$ cat src/include/atc_pkg.sv
/*
  Package for the accumulator-to-control-register transfer decoder:
  opcodes, field positions, widths and reset values.
  Assumes a 10-bit instruction word and 4-bit accumulator nibbles.
*/
package atc_pkg;

  localparam int NIB = 4;
  localparam int OPW = 10;
  localparam int RAM_AW = 9;

  localparam logic [OPW-1:0] OP_IRQ1    = 10'h217;
  localparam logic [OPW-1:0] OP_IRQ2    = 10'h218;
  localparam logic [OPW-1:0] OP_IRQ3    = 10'h21A;
  localparam logic [OPW-1:0] OP_SER     = 10'h202;
  localparam logic [OPW-1:0] OP_WAKE0   = 10'h21B;
  localparam logic [OPW-1:0] OP_WAKE1   = 10'h214;
  localparam logic [OPW-1:0] OP_WAKE2   = 10'h215;
  localparam logic [OPW-1:0] OP_LCD1    = 10'h20A;
  localparam logic [OPW-1:0] OP_LCD2    = 10'h20B;
  localparam logic [OPW-1:0] OP_AUXT    = 10'h20D;
  localparam logic [OPW-1:0] OP_MODE    = 10'h216;
  localparam logic [OPW-1:0] OP_PGATE   = 10'h2AA;
  localparam logic [OPW-1:0] OP_PSC     = 10'h235;
  localparam logic [OPW-1:0] OP_PU0     = 10'h22D;
  localparam logic [OPW-1:0] OP_PU1     = 10'h22E;
  localparam logic [OPW-1:0] OP_ADC1    = 10'h204;
  localparam logic [OPW-1:0] OP_ADC2    = 10'h205;
  localparam logic [OPW-1:0] OP_ADC3    = 10'h206;
  localparam logic [OPW-1:0] OP_T1R     = 10'h23F;
  localparam logic [OPW-1:0] OP_T3R     = 10'h23B;
  localparam logic [OPW-1:0] OP_SHIFT   = 10'h238;
  localparam logic [OPW-1:0] OP_IEN1    = 10'h03F;
  localparam logic [OPW-1:0] OP_IEN2    = 10'h03E;
  localparam logic [5:0]     OP_TMA_HI  = 6'h2B;

  localparam int IMM_LSB = 0;

  localparam logic [NIB-1:0]   RST_NIB  = 4'h0;
  localparam logic [2*NIB-1:0] RST_BYTE = 8'h00;
  localparam logic             RST_BIT  = 1'b0;

  // One strobe per destination
  localparam int N_TGT = 24;
  typedef enum int unsigned {
    T_IRQ1, T_IRQ2, T_IRQ3, T_SER, T_WAKE0, T_WAKE1, T_WAKE2, T_LCD1,
    T_LCD2, T_AUXT, T_MODE, T_PGATE, T_PSC, T_PU0, T_PU1, T_ADC1,
    T_ADC2, T_ADC3, T_T1R, T_T3R, T_SHIFT, T_IEN1, T_IEN2, T_TMA
  } atc_tgt_type;

endpackage : atc_pkg

$ cat src/rtl/atc_decode.sv
/*
  Combinational opcode decoder: one-hot target strobe from a 10-bit word.
  Assumes the caller qualifies the result with an instruction-valid pulse.
*/
`timescale 1ns/1ns
module atc_decode
  import atc_pkg::*;
(
  input  wire logic [OPW-1:0]   opcode,
  output logic      [N_TGT-1:0] tgt
);

  always_comb
  begin
    tgt = '0;
    unique case (opcode)
      OP_IRQ1:  tgt[T_IRQ1]  = 1'b1;
      OP_IRQ2:  tgt[T_IRQ2]  = 1'b1;
      OP_IRQ3:  tgt[T_IRQ3]  = 1'b1;
      OP_SER:   tgt[T_SER]   = 1'b1;
      OP_WAKE0: tgt[T_WAKE0] = 1'b1;
      OP_WAKE1: tgt[T_WAKE1] = 1'b1;
      OP_WAKE2: tgt[T_WAKE2] = 1'b1;
      OP_LCD1:  tgt[T_LCD1]  = 1'b1;
      OP_LCD2:  tgt[T_LCD2]  = 1'b1;
      OP_AUXT:  tgt[T_AUXT]  = 1'b1;
      OP_MODE:  tgt[T_MODE]  = 1'b1;
      OP_PGATE: tgt[T_PGATE] = 1'b1;
      OP_PSC:   tgt[T_PSC]   = 1'b1;
      OP_PU0:   tgt[T_PU0]   = 1'b1;
      OP_PU1:   tgt[T_PU1]   = 1'b1;
      OP_ADC1:  tgt[T_ADC1]  = 1'b1;
      OP_ADC2:  tgt[T_ADC2]  = 1'b1;
      OP_ADC3:  tgt[T_ADC3]  = 1'b1;
      OP_T1R:   tgt[T_T1R]   = 1'b1;
      OP_T3R:   tgt[T_T3R]   = 1'b1;
      OP_SHIFT: tgt[T_SHIFT] = 1'b1;
      OP_IEN1:  tgt[T_IEN1]  = 1'b1;
      OP_IEN2:  tgt[T_IEN2]  = 1'b1;
      default:
      begin
        if (opcode[OPW-1:NIB] == OP_TMA_HI)
          tgt[T_TMA] = 1'b1;
      end
    endcase
  end

endmodule : atc_decode

$ cat src/rtl/atc_xfer.sv
/*
  Accumulator-to-control-register transfer block: decodes one instruction
  word per machine cycle and loads the addressed control register.
  Assumes ins_valid is a one-cycle pulse per machine cycle from the core,
  all inputs are on clk_sys, and the RAM accepts one write per cycle.
*/
// Behaviour
// RL1: One word, one cycle, no carry, no skip
// RL2: 0x217 loads irq_ctrl_1 from accumulator
// RL3: 0x218 loads irq_ctrl_2 from accumulator
// RL4: 0x21A loads irq_ctrl_3 bit 0 only
// RL5: 0x202 loads serial_ctrl from accumulator
// RL6: Wake control registers 0,1,2 loaded
// RL7: 0x20A/0x20B load lcd_ctrl_1 and lcd_ctrl_2
// RL8: Aux timer count and reload loaded together
// RL9: RAM store then column pointer XOR immediate
// RL10: 0x216 loads clock_mode_reg from accumulator
// RL11: Prescaler gate bit 0 only written
// RL12: Prescaler and reload get second nibble:accumulator
// RL13: Two instructions load resistor_ctrl_0 and resistor_ctrl_1
// RL14: 0x204..0x206 load adc_ctrl_1..3
// RL15: 0x23F loads timer1_reload from nibble pair
// RL16: 0x23B loads timer3_reload from nibble pair
// RL17: 0x238 loads serial shift register from pair
// RL18: 0x03F/0x03E load irq_enable_1 and irq_enable_2
// RL19: One-cycle strobe to exactly one target
`timescale 1ns/1ns
module atc_xfer
  import atc_pkg::*;
(
  input  wire logic                clk_sys,
  input  wire logic                sys_rst,
  input  wire logic                ins_valid,
  input  wire logic [OPW-1:0]      ins_word,
  input  wire logic [NIB-1:0]      acc,
  input  wire logic [NIB-1:0]      reg_b,
  input  wire logic [NIB-1:0]      col_ptr,
  input  wire logic [RAM_AW-1:0]   data_pointer,
  output logic                     done_ff,
  output logic                     carry_we_ff,
  output logic                     skip_ff,
  output logic [N_TGT-1:0]         strobe_ff,
  output logic [NIB-1:0]           irq_ctrl_1_ff,
  output logic [NIB-1:0]           irq_ctrl_2_ff,
  output logic                     irq_ctrl_3_ff,
  output logic [NIB-1:0]           irq_enable_1_ff,
  output logic [NIB-1:0]           irq_enable_2_ff,
  output logic [NIB-1:0]           serial_ctrl_ff,
  output logic [NIB-1:0]           wake_ctrl_0_ff,
  output logic [NIB-1:0]           wake_ctrl_1_ff,
  output logic [NIB-1:0]           wake_ctrl_2_ff,
  output logic [NIB-1:0]           lcd_ctrl_1_ff,
  output logic [NIB-1:0]           lcd_ctrl_2_ff,
  output logic [NIB-1:0]           aux_timer_count_ff,
  output logic [NIB-1:0]           aux_timer_reload_ff,
  output logic [NIB-1:0]           clock_mode_reg_ff,
  output logic                     prescaler_gate_reg_ff,
  output logic [2*NIB-1:0]         prescaler_ff,
  output logic [2*NIB-1:0]         prescaler_reload_ff,
  output logic [NIB-1:0]           resistor_ctrl_0_ff,
  output logic [NIB-1:0]           resistor_ctrl_1_ff,
  output logic [NIB-1:0]           adc_ctrl_1_ff,
  output logic [NIB-1:0]           adc_ctrl_2_ff,
  output logic [NIB-1:0]           adc_ctrl_3_ff,
  output logic [2*NIB-1:0]         timer1_reload_ff,
  output logic [2*NIB-1:0]         timer3_reload_ff,
  output logic [2*NIB-1:0]         serial_shift_ff,
  output logic                     ram_we_ff,
  output logic [RAM_AW-1:0]        ram_addr_ff,
  output logic [NIB-1:0]           ram_wdata_ff,
  output logic                     col_ptr_we_ff,
  output logic [NIB-1:0]           nxt_col_ptr_ff
);

  logic [N_TGT-1:0] dec_tgt;
  logic [N_TGT-1:0] hit;
  logic [2*NIB-1:0] pair;

  atc_decode u_dec
  (
    .opcode (ins_word),
    .tgt    (dec_tgt)
  );

  // Decoder is one-hot, so at most one destination fires per word
  assign hit  = ins_valid ? dec_tgt : '0; // RL19
  assign pair = {reg_b, acc};

  // Every decoded word finishes in the cycle it is presented; unknown words leave done_ff low
  always_ff @(posedge clk_sys)
  begin
    if (sys_rst)
    begin
      done_ff   <= RST_BIT;
      strobe_ff <= '0;
    end
    else
    begin
      done_ff   <= |hit; // RL1
      strobe_ff <= hit; // RL19
    end
  end

  // The group never writes carry and never requests a skip; the core
  // still gets explicit zeros so its flag logic needs no special case
  always_ff @(posedge clk_sys)
  begin
    if (sys_rst)
    begin
      carry_we_ff <= RST_BIT;
      skip_ff     <= RST_BIT;
    end
    else
    begin
      carry_we_ff <= RST_BIT; // RL1
      skip_ff     <= RST_BIT; // RL1
    end
  end

  always_ff @(posedge clk_sys)
  begin
    if (sys_rst)
      irq_ctrl_1_ff <= RST_NIB;
    else if (hit[T_IRQ1])
      irq_ctrl_1_ff <= acc; // RL2
  end

  always_ff @(posedge clk_sys)
  begin
    if (sys_rst)
      irq_ctrl_2_ff <= RST_NIB;
    else if (hit[T_IRQ2])
      irq_ctrl_2_ff <= acc; // RL3
  end

  // Only bit 0 of this register lives here; the upper accumulator bits
  // are dropped on purpose
  always_ff @(posedge clk_sys)
  begin
    if (sys_rst)
      irq_ctrl_3_ff <= RST_BIT;
    else if (hit[T_IRQ3])
      irq_ctrl_3_ff <= acc[0]; // RL4
  end

  always_ff @(posedge clk_sys)
  begin
    if (sys_rst)
      irq_enable_1_ff <= RST_NIB;
    else if (hit[T_IEN1])
      irq_enable_1_ff <= acc; // RL18
  end

  always_ff @(posedge clk_sys)
  begin
    if (sys_rst)
      irq_enable_2_ff <= RST_NIB;
    else if (hit[T_IEN2])
      irq_enable_2_ff <= acc; // RL18
  end

  always_ff @(posedge clk_sys)
  begin
    if (sys_rst)
      serial_ctrl_ff <= RST_NIB;
    else if (hit[T_SER])
      serial_ctrl_ff <= acc; // RL5
  end

  always_ff @(posedge clk_sys)
  begin
    if (sys_rst)
      serial_shift_ff <= RST_BYTE;
    else if (hit[T_SHIFT])
      serial_shift_ff <= pair; // RL17
  end

  always_ff @(posedge clk_sys)
  begin
    if (sys_rst)
      wake_ctrl_0_ff <= RST_NIB;
    else if (hit[T_WAKE0])
      wake_ctrl_0_ff <= acc; // RL6
  end

  always_ff @(posedge clk_sys)
  begin
    if (sys_rst)
      wake_ctrl_1_ff <= RST_NIB;
    else if (hit[T_WAKE1])
      wake_ctrl_1_ff <= acc; // RL6
  end

  always_ff @(posedge clk_sys)
  begin
    if (sys_rst)
      wake_ctrl_2_ff <= RST_NIB;
    else if (hit[T_WAKE2])
      wake_ctrl_2_ff <= acc; // RL6
  end

  always_ff @(posedge clk_sys)
  begin
    if (sys_rst)
      resistor_ctrl_0_ff <= RST_NIB;
    else if (hit[T_PU0])
      resistor_ctrl_0_ff <= acc; // RL13
  end

  always_ff @(posedge clk_sys)
  begin
    if (sys_rst)
      resistor_ctrl_1_ff <= RST_NIB;
    else if (hit[T_PU1])
      resistor_ctrl_1_ff <= acc; // RL13
  end

  always_ff @(posedge clk_sys)
  begin
    if (sys_rst)
      lcd_ctrl_1_ff <= RST_NIB;
    else if (hit[T_LCD1])
      lcd_ctrl_1_ff <= acc; // RL7
  end

  always_ff @(posedge clk_sys)
  begin
    if (sys_rst)
      lcd_ctrl_2_ff <= RST_NIB;
    else if (hit[T_LCD2])
      lcd_ctrl_2_ff <= acc; // RL7
  end

  always_ff @(posedge clk_sys)
  begin
    if (sys_rst)
      clock_mode_reg_ff <= RST_NIB;
    else if (hit[T_MODE])
      clock_mode_reg_ff <= acc; // RL10
  end

  // Counter images are held here only as load values; the timers that
  // count them down take them from these outputs on the strobe
  always_ff @(posedge clk_sys)
  begin
    if (sys_rst)
    begin
      aux_timer_count_ff  <= RST_NIB;
      aux_timer_reload_ff <= RST_NIB;
    end
    else if (hit[T_AUXT])
    begin
      aux_timer_count_ff  <= acc; // RL8
      aux_timer_reload_ff <= acc; // RL8
    end
  end

  // Only the gate bit is held here, so no other bit of that register
  // can be disturbed by this instruction
  always_ff @(posedge clk_sys)
  begin
    if (sys_rst)
      prescaler_gate_reg_ff <= RST_BIT;
    else if (hit[T_PGATE])
      prescaler_gate_reg_ff <= acc[0]; // RL11
  end

  always_ff @(posedge clk_sys)
  begin
    if (sys_rst)
    begin
      prescaler_ff        <= RST_BYTE;
      prescaler_reload_ff <= RST_BYTE;
    end
    else if (hit[T_PSC])
    begin
      prescaler_ff        <= pair; // RL12
      prescaler_reload_ff <= pair; // RL12
    end
  end

  always_ff @(posedge clk_sys)
  begin
    if (sys_rst)
      timer1_reload_ff <= RST_BYTE;
    else if (hit[T_T1R])
      timer1_reload_ff <= pair; // RL15
  end

  always_ff @(posedge clk_sys)
  begin
    if (sys_rst)
      timer3_reload_ff <= RST_BYTE;
    else if (hit[T_T3R])
      timer3_reload_ff <= pair; // RL16
  end

  always_ff @(posedge clk_sys)
  begin
    if (sys_rst)
      adc_ctrl_1_ff <= RST_NIB;
    else if (hit[T_ADC1])
      adc_ctrl_1_ff <= acc; // RL14
  end

  always_ff @(posedge clk_sys)
  begin
    if (sys_rst)
      adc_ctrl_2_ff <= RST_NIB;
    else if (hit[T_ADC2])
      adc_ctrl_2_ff <= acc; // RL14
  end

  always_ff @(posedge clk_sys)
  begin
    if (sys_rst)
      adc_ctrl_3_ff <= RST_NIB;
    else if (hit[T_ADC3])
      adc_ctrl_3_ff <= acc; // RL14
  end

  // Store uses the pointer as presented, so the XOR only affects the
  // next access; both leave together in one cycle
  always_ff @(posedge clk_sys)
  begin
    if (sys_rst)
    begin
      ram_we_ff    <= RST_BIT;
      ram_addr_ff  <= '0;
      ram_wdata_ff <= RST_NIB;
    end
    else
    begin
      ram_we_ff <= hit[T_TMA]; // RL9
      if (hit[T_TMA])
      begin
        ram_addr_ff  <= data_pointer; // RL9
        ram_wdata_ff <= acc; // RL9
      end
    end
  end

  // The pointer itself lives in the core; only its new value and a
  // write pulse leave here
  always_ff @(posedge clk_sys)
  begin
    if (sys_rst)
    begin
      col_ptr_we_ff  <= RST_BIT;
      nxt_col_ptr_ff <= RST_NIB;
    end
    else
    begin
      col_ptr_we_ff <= hit[T_TMA]; // RL9
      if (hit[T_TMA])
        nxt_col_ptr_ff <= col_ptr ^ ins_word[IMM_LSB +: NIB]; // RL9
    end
  end

endmodule : atc_xfer

$ cat config.mk
export PLATFORM = sky130hd
export DESIGN_NAME = atc_xfer
export DESIGN_NICKNAME = d
export VERILOG_FILES = /design/src/include/atc_pkg.sv /design/src/rtl/atc_decode.sv /design/src/rtl/atc_xfer.sv
export SDC_FILE = /design/constraint.sdc
export NUM_CORES = 1
export LEC_CHECK = 0
export ABC_AREA = 0
export BUFFER_PORTS_ARGS = -buffer_cell sky130_fd_sc_hd__buf_2
export CAP_MARGIN = 0
export CORE_UTILIZATION = 55
export CTS_BUF_LIST = sky130_fd_sc_hd__clkbuf_4 sky130_fd_sc_hd__clkbuf_8
export CTS_CLUSTER_SIZE = 40
export DETAILED_ROUTE_END_ITERATION = 7
export PLACE_DENSITY = 0.94
export SLEW_MARGIN = 20
export SYNTH_ARGS = -nofsm -noshare
export SYNTH_HDL_FRONTEND = slang
export SYNTH_SLANG_ARGS = --single-unit
$ cat constraint.sdc
create_clock -name clk_sys -period 4.5 [get_ports clk_sys]
set_clock_uncertainty 0.15 [all_clocks]
set_input_delay 1.35 -clock clk_sys [delete_from_list [all_inputs] [get_ports clk_sys]]
set_output_delay 1.35 -clock clk_sys [all_outputs]
set_load 0.02 [all_outputs]
# Word level (Yosys, flattened, before mapping)
# Index checks and enable logic that the tools add are counted.
[op_classes] eq_ne=24 muxes=26 bitwise_logic=1 n_reduce_logical=2
[ops] op="equality test 10 bit (second input constant)" n=21
[ops] op="two-way mux 1 bit" n=25
[ops] op="two-way mux 24 bit" n=1
[ops] op="OR reduction 24 bit" n=1
[ops] op="OR reduction 23 bit" n=1
[ops] op="equality test 10 x 6 -> 1 bit (second input constant)" n=2
[ops] op="equality test 6 bit (second input constant)" n=1
[ops] op="XOR 4 bit" n=1
[totals] reg_bits=145 input_bits=34 out_inout_bits=160 elab_cells=82

# Depth between registers and ports, before layout
# Gate-level depths: netlist of the first run.
[depth] word_depth=5 ltp_mapped=8 depth_no_buf=5

# Modules after synthesis
# From an unflattened synthesis of the first run, not the netlist that was laid out.
[unflattened] hier_cells=672 area_unflattened_um2=5516.5
[by_module_without_submodules] module="atc_xfer" instances=1 cells_per_inst=621 area_each_um2=5188.7 seq_area_each_um2=2882.8
[by_module_without_submodules] module="atc_decode" instances=1 cells_per_inst=51 area_each_um2=327.8 seq_area_each_um2=0.0

# Worst setup path after synthesis of the first run
# OpenSTA, ideal clock, no wires.
[synth_path] path_kind="input-to-reg" startpoint="input ins_word[6]" endpoint="register irq_ctrl_1_ff[0]" setup_time_ns=0.128 arrival_time_ns=2.821 t_required_ns=4.222 slack_ns=1.402 path_stages=7 n_path_buf=2 cell_sequence="or2_0 -> buf_2 -> or4_4 -> buf_6 -> nor3_4 -> mux2i_1 -> nor2_1"
[synth_via] elab_chain_len=3
[synth_rtl] element="start, declared" line="atc_xfer.sv:34" source="input wire logic [OPW-1:0] ins_word,"
[synth_rtl] element="equality test 10 bit" line="atc_decode.sv:16" source="unique case (opcode)"
[synth_rtl] element="two-way mux 1 bit" line="atc_decode.sv:16"
[synth_rtl] element="two-way mux 24 bit" line="atc_xfer.sv:86" source="assign hit = ins_valid ? dec_tgt : '0;"
[synth_rtl] element="end signal, assigned" line="atc_xfer.sv:123" source="irq_ctrl_1_ff <= RST_NIB;"
[synth_rtl] element="end signal, assigned" line="atc_xfer.sv:125" source="irq_ctrl_1_ff <= acc;"
[synth_rtl] element="end, declared" line="atc_xfer.sv:43" source="output logic [NIB-1:0] irq_ctrl_1_ff,"
# No other way between the ends.
# A chain may end at the register's enable or synchronous reset.

# Worst setup path after layout of the first run
[layout_path] startpoint="input ins_word[6]" endpoint="register timer3_reload_ff[4]"
[layout_via] elab_chain_len=3
[layout_rtl] element="equality test 10 bit" line="atc_decode.sv:16"
[layout_rtl] element="two-way mux 1 bit" line="atc_decode.sv:16"
[layout_rtl] element="two-way mux 24 bit" line="atc_xfer.sv:86"
[layout_rtl] element="end signal, assigned" line="atc_xfer.sv:295" source="timer3_reload_ff <= pair;"
[layout_rtl] element="end, declared" line="atc_xfer.sv:66" source="output logic [2*NIB-1:0] timer3_reload_ff,"
# No other way between the ends.

==> results of run 1 <==
## layout make-up
| type | count | area, µm² | area share (%) |
|---|---|---|---|
| clock buffers | 19 | 255 | 3.75 |
| clock inverters | 13 | 185 | 2.72 |
| inverters | 2 | 7.51 | 0.110 |
| multi-input cells | 380 | 2310 | 34.0 |
| flip-flops and latches | 144 | 2880 | 42.4 |
| well taps | 133 | 166 | 2.45 |
| repair buffers | 196 | 996 | 14.6 |
## through the flow
step / cell area (µm²) / setup slack (ps) / hold slack, ps
after floorplan: 5500 / 1400 / 380
after global placement: 6360 / 927 / 288
after detailed placement: 6360 / 798 / 294
after CTS: 6810 / 1270 / 305
after global routing: 6810 / 1160 / 321
final: 6810 / 1240 / 305
## cell families after synthesis
| kind of cell | count (synthesis) | share of synthesized area (%) |
|---|---|---|
| muxes | 79 | 14.4 |
| xor gates and xnor gates | 5 | 0.797 |
| other | 1 | 0.0683 |
| and+or+nand+nor | 242 | 21.3 |
| DFF | 144 | 52.5 |
| AOI/OAI and AO/OA | 52 | 5.19 |
| buffers and inverters | 60 | 5.72 |
## critical path, stage by stage
cell and delay (ps):
buf_2 100, or2_0 370, or2_0 600, nor3_4 630, mux2i_1 270, nor2_1 60
## state kept, by name (all words and copies together), names as in the netlist, 8 cells and up
name	cells
serial_shift_ff	8
strobe_ff	23
prescaler_reload_ff	8
timer3_reload_ff	8
timer1_reload_ff	8
ram_addr_ff	9
## per-layer routing
layer	vias to the layer above	routed length (µm)	global-route usage, %
met2	222	7000	45.0
met4	0	306	12.0
li1	2261	-	-
met1	2186	5820	32.9
met3	30	1030	8.69
met5	-	0	0
## path summary, 6_finish.rpt
path	slack, ps	depth (start not counted)	endpoint
worst min register to register	300	2	timer1_reload_ff[3]
worst max-delay path	1240	6	timer3_reload_ff[4]
worst min-delay path	300	2	timer1_reload_ff[3]
worst max register to register	3630	2	nxt_col_ptr_ff[2]
## report_power, final
part           switching, µW  leakage (µW)  internal, µW
registers              0.580       0.00116          1270
clock network            484      0.000208           626
logic                   79.5       0.00179          25.3
total                    564       0.00315          1930
## synth_stat cells (all sizes together)
cell type and count:
dfxtp 144, nor2 106, mux2i 78, nand2 59, a21oi 40, nand3 35
buf 31, clkbuf 27, nor3 12, nor4 10, a211oi 6, nand2b 4
or4 4, xnor2 4, nor2b 3, o21ai 3, inv 2, nand4 2
or2 2, or3b 2, a21o 1, a41oi 1, and2 1, conb 1
mux2 1, nand3b 1, nand4b 1, o22a 1, xor2 1
==> results_dict.tcl, run 1 <==
set metrics [dict create \
    status "finished clean" \
    syn_avg_cell_area_um2 9.42 \
    clkTransAtPathRegs_ps 80 \
    critPathRequiredTime_ps 4630 \
    final_cell_mix "buf_2, dfxtp_1, nor2_1" \
    floorplan.die.height_um 102 \
    critPathArrivalTime_ps 3380 \
    dp.cells 855 \
    dieArea_um2 10400 \
    hold_violations 0 \
    antenna_found_initial 0 \
    clock_latency_ps 430 \
    clk_path_buf_depth 2 \
    worstSetupPathType "in2reg" \
    slew_violations 0 \
    peakVddDrop_uv 231 \
    start_util_pct 56.5 \
    ctsHoldBuffers 0 \
    synth_seq_cells 144 \
    fillCellCount 758 \
    grt_pass1_wl_mm 21.4 \
    final_common_cell "buf_2" \
    routedWlPerCell_um 16.0 \
    netlist_area_um2 5490 \
    crit_path_max_fanout 10 \
    htreeDepth 4 \
    setup-tns-final_ps 0 \
    coreArea_um2 9730 \
    first_global_vias 4330 \
    grt-ovfl-total 0 \
    drt_pre_antenna_iters 6 \
    utilization_pct 69.9 \
    io_pins 194 \
    powerDensity_nw_per_um2 366 \
    drcViolationCount 0 \
    grt_max_degree 115 \
    cap_violations 0 \
    clkSinkCount 144 \
    yosysUniqueCellTypes 38 \
    layout.nets 775 \
    diodes 0 \
    grt_use_total_pct 27.3 \
    place_congestion 0.884 \
    synth_top_area_cell "dfxtp_1" \
    ys_seq_area_share_pct 52.5 \
    r2r-start "nxt_col_ptr_ff[2]" \
    rsz0062_at_grt "no" \
    ant_nets 0 \
    synth_warnings 0 \
    num_vias 4699 \
    cts_made_buffers 17 \
    min_from "timer1_reload_ff[3]" \
    drive_gt1_share_pct 32.5 \
    tightest_slew_ps 1110 \
    cp-start-kind "input port" \
    final_cells 887 \
    via_per_inst 5.30 \
    cp-end-kind "register" \
    p_total_uw 2490 \
    min_period_over_period_pct 72.4 \
    postSynthCellCount 583 \
    hp-class "reg2reg" \
    period_minus_slack_ps 3260 \
    drt_iter0_drc 238 \
    fmax_mhz 307 \
    slew_headroom_pct 25.9 \
    numPortBuffers 191 \
    area_growth_pct 23.9 \
    synthTopCellsByArea "dfxtp_1, mux2i_1, nor2_1" \
    wirelength_mm 14.2 \
    hpwl_mm 9.75 \
    rows 36 \
    post_cts_buffers 0 \
    worstSetupStartpoint "ins_word[6]" \
    synth_top_cell_area_share_pct 52.5 \
    cts_resized 0 \
    finalSetupViolCount 0 \
    fp.dieW_um 102 \
    cts_tree "yes" \
    p_leak_uw 0.00315 \
    root_buffer "clkbuf_8" \
]
(Power assumes the default switching activity.)
==> run 2: changes to the inputs <==
CORE_UTILIZATION = 46   (was 55)
PLACE_DENSITY = 0.85   (was 0.94)
clock period = 2.88 ns   (was 4.5 ns; I/O delays follow)
==> run 2 against run 1 <==
The flow now finishes with violations (design-rule violations). Utilization is 9.7 points lower. Global-route usage decreased by 3.8 points. Critical path depth unchanged. Via count about the same. Non-clock buffer count rose by 17. Wire length is 0.37% higher. Sequential share of layout area is 0.82 points lower. Critical endpoint is now clock_mode_reg_ff[3].
==> results_dict.tcl, run 2 (same netlist as run 1, synthesis figures left out) <==
set metrics [dict create \
    status "finished with violations" \
    violations "design-rule violations" \
    start_util_pct 47.7 \
    max_stage_delay_ps 650 \
    critPathRequiredTime_ps 3060 \
    min_period_over_period_pct 80.5 \
    ctsHoldBuffers 0 \
    intPower_uw 2890 \
    top_register "strobe_ff" \
    multi_input_area_um2 2310 \
    clkPwrFrac_pct 41.6 \
    utilization_pct 60.3 \
    reg2reg_to "resistor_ctrl_1_ff[2]" \
    routed.top_layer "met4" \
    worst-r2r-setup-slack_ps 2040 \
    final_cell_mix "buf_2, dfxtp_1, nor2_1" \
    setup-tns-final_ps 0 \
    switching_share_pct 22.1 \
    final_common_cell "buf_2" \
    finalSetupViolCount 0 \
    p_total_uw 3710 \
    io_pins 194 \
    post_cts_buffers 0 \
    hp-class "reg2reg" \
    clk_path_buf_depth 2 \
    rows 39 \
    slew_violations 0 \
    rsz0062_at_grt "no" \
    r2r-start "resistor_ctrl_1_ff[2]" \
    layout.nets 792 \
    cp-end-kind "register" \
    crit_path_cell_trace "buf_2 -> inv_1 -> or4_4 -> nor3_4 -> mux2i_1 -> nor2_1" \
    route.met3.wl_mm 1.12 \
    drt_pre_antenna_iters 8 \
    peakVddDrop_uv 455 \
    grt_pass1_wl_mm 22.6 \
    routedWlPerCell_um 15.6 \
    grt_use_total_pct 23.6 \
    largest_register_ffs 23 \
    worst_hold_path.endpoint "timer1_reload_ff[7]" \
    htreeDepth 4 \
    cp-start-kind "input port" \
    whs_path_depth 2 \
    power_switching_uw 819 \
    fp.dieW_um 111 \
    floorplan.die.height_um 111 \
    drcViolationCount 24 \
    ant_nets 0 \
    fillCellCount 998 \
    cts_made_buffers 17 \
    cts_resized 0 \
    clkTransAtPathRegs_ps 70 \
    powerDensity_nw_per_um2 535 \
    crit_path_max_fanout 10 \
    worstSetupPathType "in2reg" \
    first_global_vias 4409 \
    combPwrFrac_pct 4.8 \
    tightest_slew_ps 570 \
    coreArea_um2 11500 \
    min_from "timer1_reload_ff[7]" \
    diodes 0 \
    hold_violations 0 \
    grt-ovfl-total 0 \
    slew_headroom_pct 62.0 \
    clkSinkCount 144 \
    area_growth_pct 26.3 \
    numPortBuffers 191 \
    fmax_mhz 431 \
    slowest_stage "or4_4" \
    place_congestion 0.859 \
    critPathArrivalTime_ps 2500 \
    met2_length_mm 6.78 \
    top_regs "strobe_ff x23, ram_addr_ff x9" \
    preCtsSetupSlack_ps 133 \
    reg2reg_depth 2 \
    period_minus_slack_ps 2320 \
    via_per_inst 5.15 \
    cap_violations 0 \
    p_leak_uw 0.00325 \
    root_buffer "clkbuf_8" \
    drt_iter0_drc 381 \
    final-seq-area_um2 2880 \
    dieArea_um2 12400 \
    placedInstanceArea_um2 6560 \
    final_area_um2 6940 \
    pwr-share-seq_pct 53.7 \
    num_vias 4698 \
    drive_gt1_share_pct 33.9 \
    met1_length_mm 6.02 \
    grt_max_degree 56 \
    hpwl_mm 9.87 \
    clock_latency_ps 440 \
    cts_tree "yes" \
    wirelength_mm 14.2 \
    antenna_found_initial 0 \
    worst_slack_ps 562 \
]
-- run 2: layout make-up --
cell class | count | share of cell area [%]
Clock inverter | 7 | 1.23
Multi-Input combinational cell | 380 | 33.3
Tap cell | 143 | 2.58
Inverter | 2 | 0.108
Sequential cell | 144 | 41.5
Clock buffer | 24 | 4.31
Timing Repair Buffer | 213 | 16.9
-- run 2: how the worst max path moves through the flow --
stage           startpoint  depth (start not counted)                    to  slack (ps)
6_report       ins_word[4]                          6  clock_mode_reg_ff[3]         560
5_1_grt        ins_word[4]                          6  clock_mode_reg_ff[1]         500
4_1_cts        ins_word[4]                          6      irq_ctrl_1_ff[1]         600
3_5_place_dp   ins_word[4]                          6      irq_ctrl_1_ff[1]         130
3_3_place_gp   ins_word[4]                          6  clock_mode_reg_ff[2]         150
2_1_floorplan  ins_word[6]                          7      irq_ctrl_1_ff[0]         270
-- run 2: metrics by stage --
| stage | hold slack [ps] | std cells |
|---|---|---|
| 4_1_cts | 301 | 913 |
| 6_report | 300 | 913 |
| 3_3_place_gp | 287 | 882 |
| 3_5_place_dp | 290 | 882 |
| 5_1_grt | 324 | 913 |
| 2_1_floorplan | 380 | 584 |
-- run 2: power by group through the flow --
stage	logic, µW	clock network (µW)	registers, µW
after global routing	190	1660	1990
after CTS	176	1580	1990
final	177	1540	1990
after global placement	173	0	2040
after floorplan	106	0	2040
after detailed placement	175	0	2040
-- run 2: critical path, delay by kind of cell --
kind / cells / cell delay, ps
multiplexers: 1 / 230
buffers and inverters: 2 / 360
AND/OR/NAND/NOR: 3 / 1030
-- run 2: routing by layer --
metal	GRT usage, %	vias up
li1	-	2297
met1	28.6	2198
met2	37.1	180
met3	8.09	23
met4	11.8	0
met5	0	-
==> run 3: changes to the inputs <==
CORE_UTILIZATION = 51   (was 46)
PLACE_DENSITY = 0.88   (was 0.85)
clock period = 2.41 ns   (was 2.88 ns; I/O delays follow)
==> run 3 against run 2 <==
The run now ends clean. Worst hold slack better by 1.8 ps. Via count is 3.8% higher. Combinational power is 33% higher. Global-route usage is 4.5 points higher. Worst setup slack worse by 290 ps. Count of clock-buffer cells in the layout is 4 lower. First-iteration DRC count is 15% lower. Wire length is 8.3% higher. Clock power is 44% higher. Register-to-register slack worse by 470 ps. Sequential power is 20% higher. Largest power group unchanged. Highest routed layer unchanged.
==> results_dict.tcl, run 3 (same netlist as run 1, synthesis figures left out) <==
set metrics [dict create \
    grt-ovfl-total 0 \
    ctsHoldBuffers 0 \
    start_util_pct 53.0 \
    diodes 0 \
    worst_slack_ps 273 \
    hp-class "reg2reg" \
    preCtsSetupSlack_ps -141 \
    drive_gt1_share_pct 36.2 \
    hold_violations 0 \
    min_period_over_period_pct 88.7 \
    fillCellCount 811 \
    crit_family "simple AND/OR/NAND/NOR gates" \
    top_register "strobe_ff" \
    clk_path_buf_depth 2 \
    grt.met1_usage_pct 34.8 \
    r2r-start "lcd_ctrl_1_ff[1]" \
    reg2reg_to "lcd_ctrl_1_ff[1]" \
    fp.dieW_um 106 \
    cp-start-kind "input port" \
    routedWlPerCell_um 16.5 \
    num_vias 4878 \
    coreArea_um2 10400 \
    max_stage_delay_ps 590 \
    root_buffer "clkbuf_8" \
    rows 37 \
    slowest_stage "or4_4" \
    cts_resized 0 \
    final_cell_mix "buf_2, dfxtp_1, nor2_1" \
    worst_hold_path.endpoint "timer1_reload_ff[0]" \
    layout.nets 816 \
    peakVddDrop_uv 573 \
    slew_headroom_pct 60.5 \
    finalSetupViolCount 0 \
    first_global_vias 4855 \
    numPortBuffers 191 \
    area_growth_pct 31.4 \
    cts_made_buffers 17 \
    critical_path_buf_inv_count 1 \
    clkTransAtPathRegs_ps 80 \
    worst-r2r-setup-slack_ps 1570 \
    powerDensity_nw_per_um2 670 \
    tightest_slew_ps 592 \
    drt_iter0_drc 323 \
    htreeDepth 4 \
    placedInstanceArea_um2 6750 \
    use_met3_pct 6.99 \
    grt_max_degree 55 \
    clkSinkCount 144 \
    critPathRequiredTime_ps 2580 \
    final_common_cell "buf_2" \
    cp-end-kind "register" \
    clock_latency_ps 430 \
    reg2reg_depth 2 \
    via_per_inst 5.24 \
    grt_use_total_pct 28.1 \
    drcViolationCount 0 \
    critPathArrivalTime_ps 2310 \
    gr-usage-met2_pct 46.5 \
    crit_path_cell_trace "buf_2 -> or2_0 -> or4_4 -> nor3_4 -> mux2i_1 -> nor2_1" \
    hpwl_mm 10.7 \
    rsz0062_at_grt "no" \
    fmax_mhz 468 \
    post_cts_buffers 0 \
    grt_pass1_wl_mm 24.4 \
    slew_violations 0 \
    drt_pre_antenna_iters 4 \
    largest_register_ffs 23 \
    place_congestion 0.891 \
    dieArea_um2 11200 \
    top_usage_layer "met2" \
    min_from "timer1_reload_ff[0]" \
    whs_ps 302 \
    cts_tree "yes" \
    whs_path_depth 2 \
    top_regs "strobe_ff x23, ram_addr_ff x9" \
    wirelength_mm 15.4 \
    ant_nets 0 \
    period_minus_slack_ps 2140 \
    antenna_found_initial 0 \
    io_pins 194 \
    final_area_um2 7220 \
    status "finished clean" \
    crit_path_max_fanout 5 \
    multi_input_area_um2 2320 \
    worstSetupPathType "in2reg" \
    floorplan.die.height_um 106 \
    cap_violations 0 \
    p_leak_uw 0.00339 \
    final-seq-area_um2 2880 \
]
[run 3: area by class of cell]
class,count,area share [%]
Inverter,2,0.104
Tap cell,136,2.36
Multi-Input combinational cell,380,32.1
Clock buffer,20,3.73
Sequential cell,144,39.9
Clock inverter,12,2.84
Timing Repair Buffer,237,18.9
[run 3: how the worst max path moves through the flow]
stage	from	end	slack (ps)	depth (start not counted)
6_report	ins_word[6]	clock_mode_reg_ff[1]	270	6
5_1_grt	ins_word[6]	prescaler_reload_ff[0]	200	9
4_1_cts	ins_word[6]	clock_mode_reg_ff[1]	300	6
3_5_place_dp	ins_word[6]	irq_ctrl_1_ff[0]	-140	6
3_3_place_gp	ins_word[6]	done_ff	-90	6
2_1_floorplan	ins_word[6]	clock_mode_reg_ff[3]	-10	7
[run 3: per-stage QoR]
stage	util, %	power (µW)	TNS, ps	std cells
5_1_grt	69.6	4980	0	931
3_3_place_gp	65.1	2660	-1960	899
6_report	69.6	4840	0	931
3_5_place_dp	65.1	2670	-6950	899
4_1_cts	69.6	4860	0	931
2_1_floorplan	-	2570	-118	584
[run 3: worst reg2reg max path, delay by kind of cell (launching register included)]
kind | cells | cell delay, ps
flops | 1 | 350
compound gates | 1 | 190
simple gates | 1 | 70
[run 3: where the power goes]
group,total (µW),internal [µW],switching [µW],leakage (µW)
sequential,2380,2380,1.11,0.00116
combinational,236,76.2,159,0.00200
clock,2220,1310,916,0.000233
total,4840,3760,1080,0.00339
[run 3: layer usage]
layer  wire [µm]  vias up
met2        7630      187
li1            -     2347
met1        6480     2315
met5           0        -
met3         930       29
met4         336        0
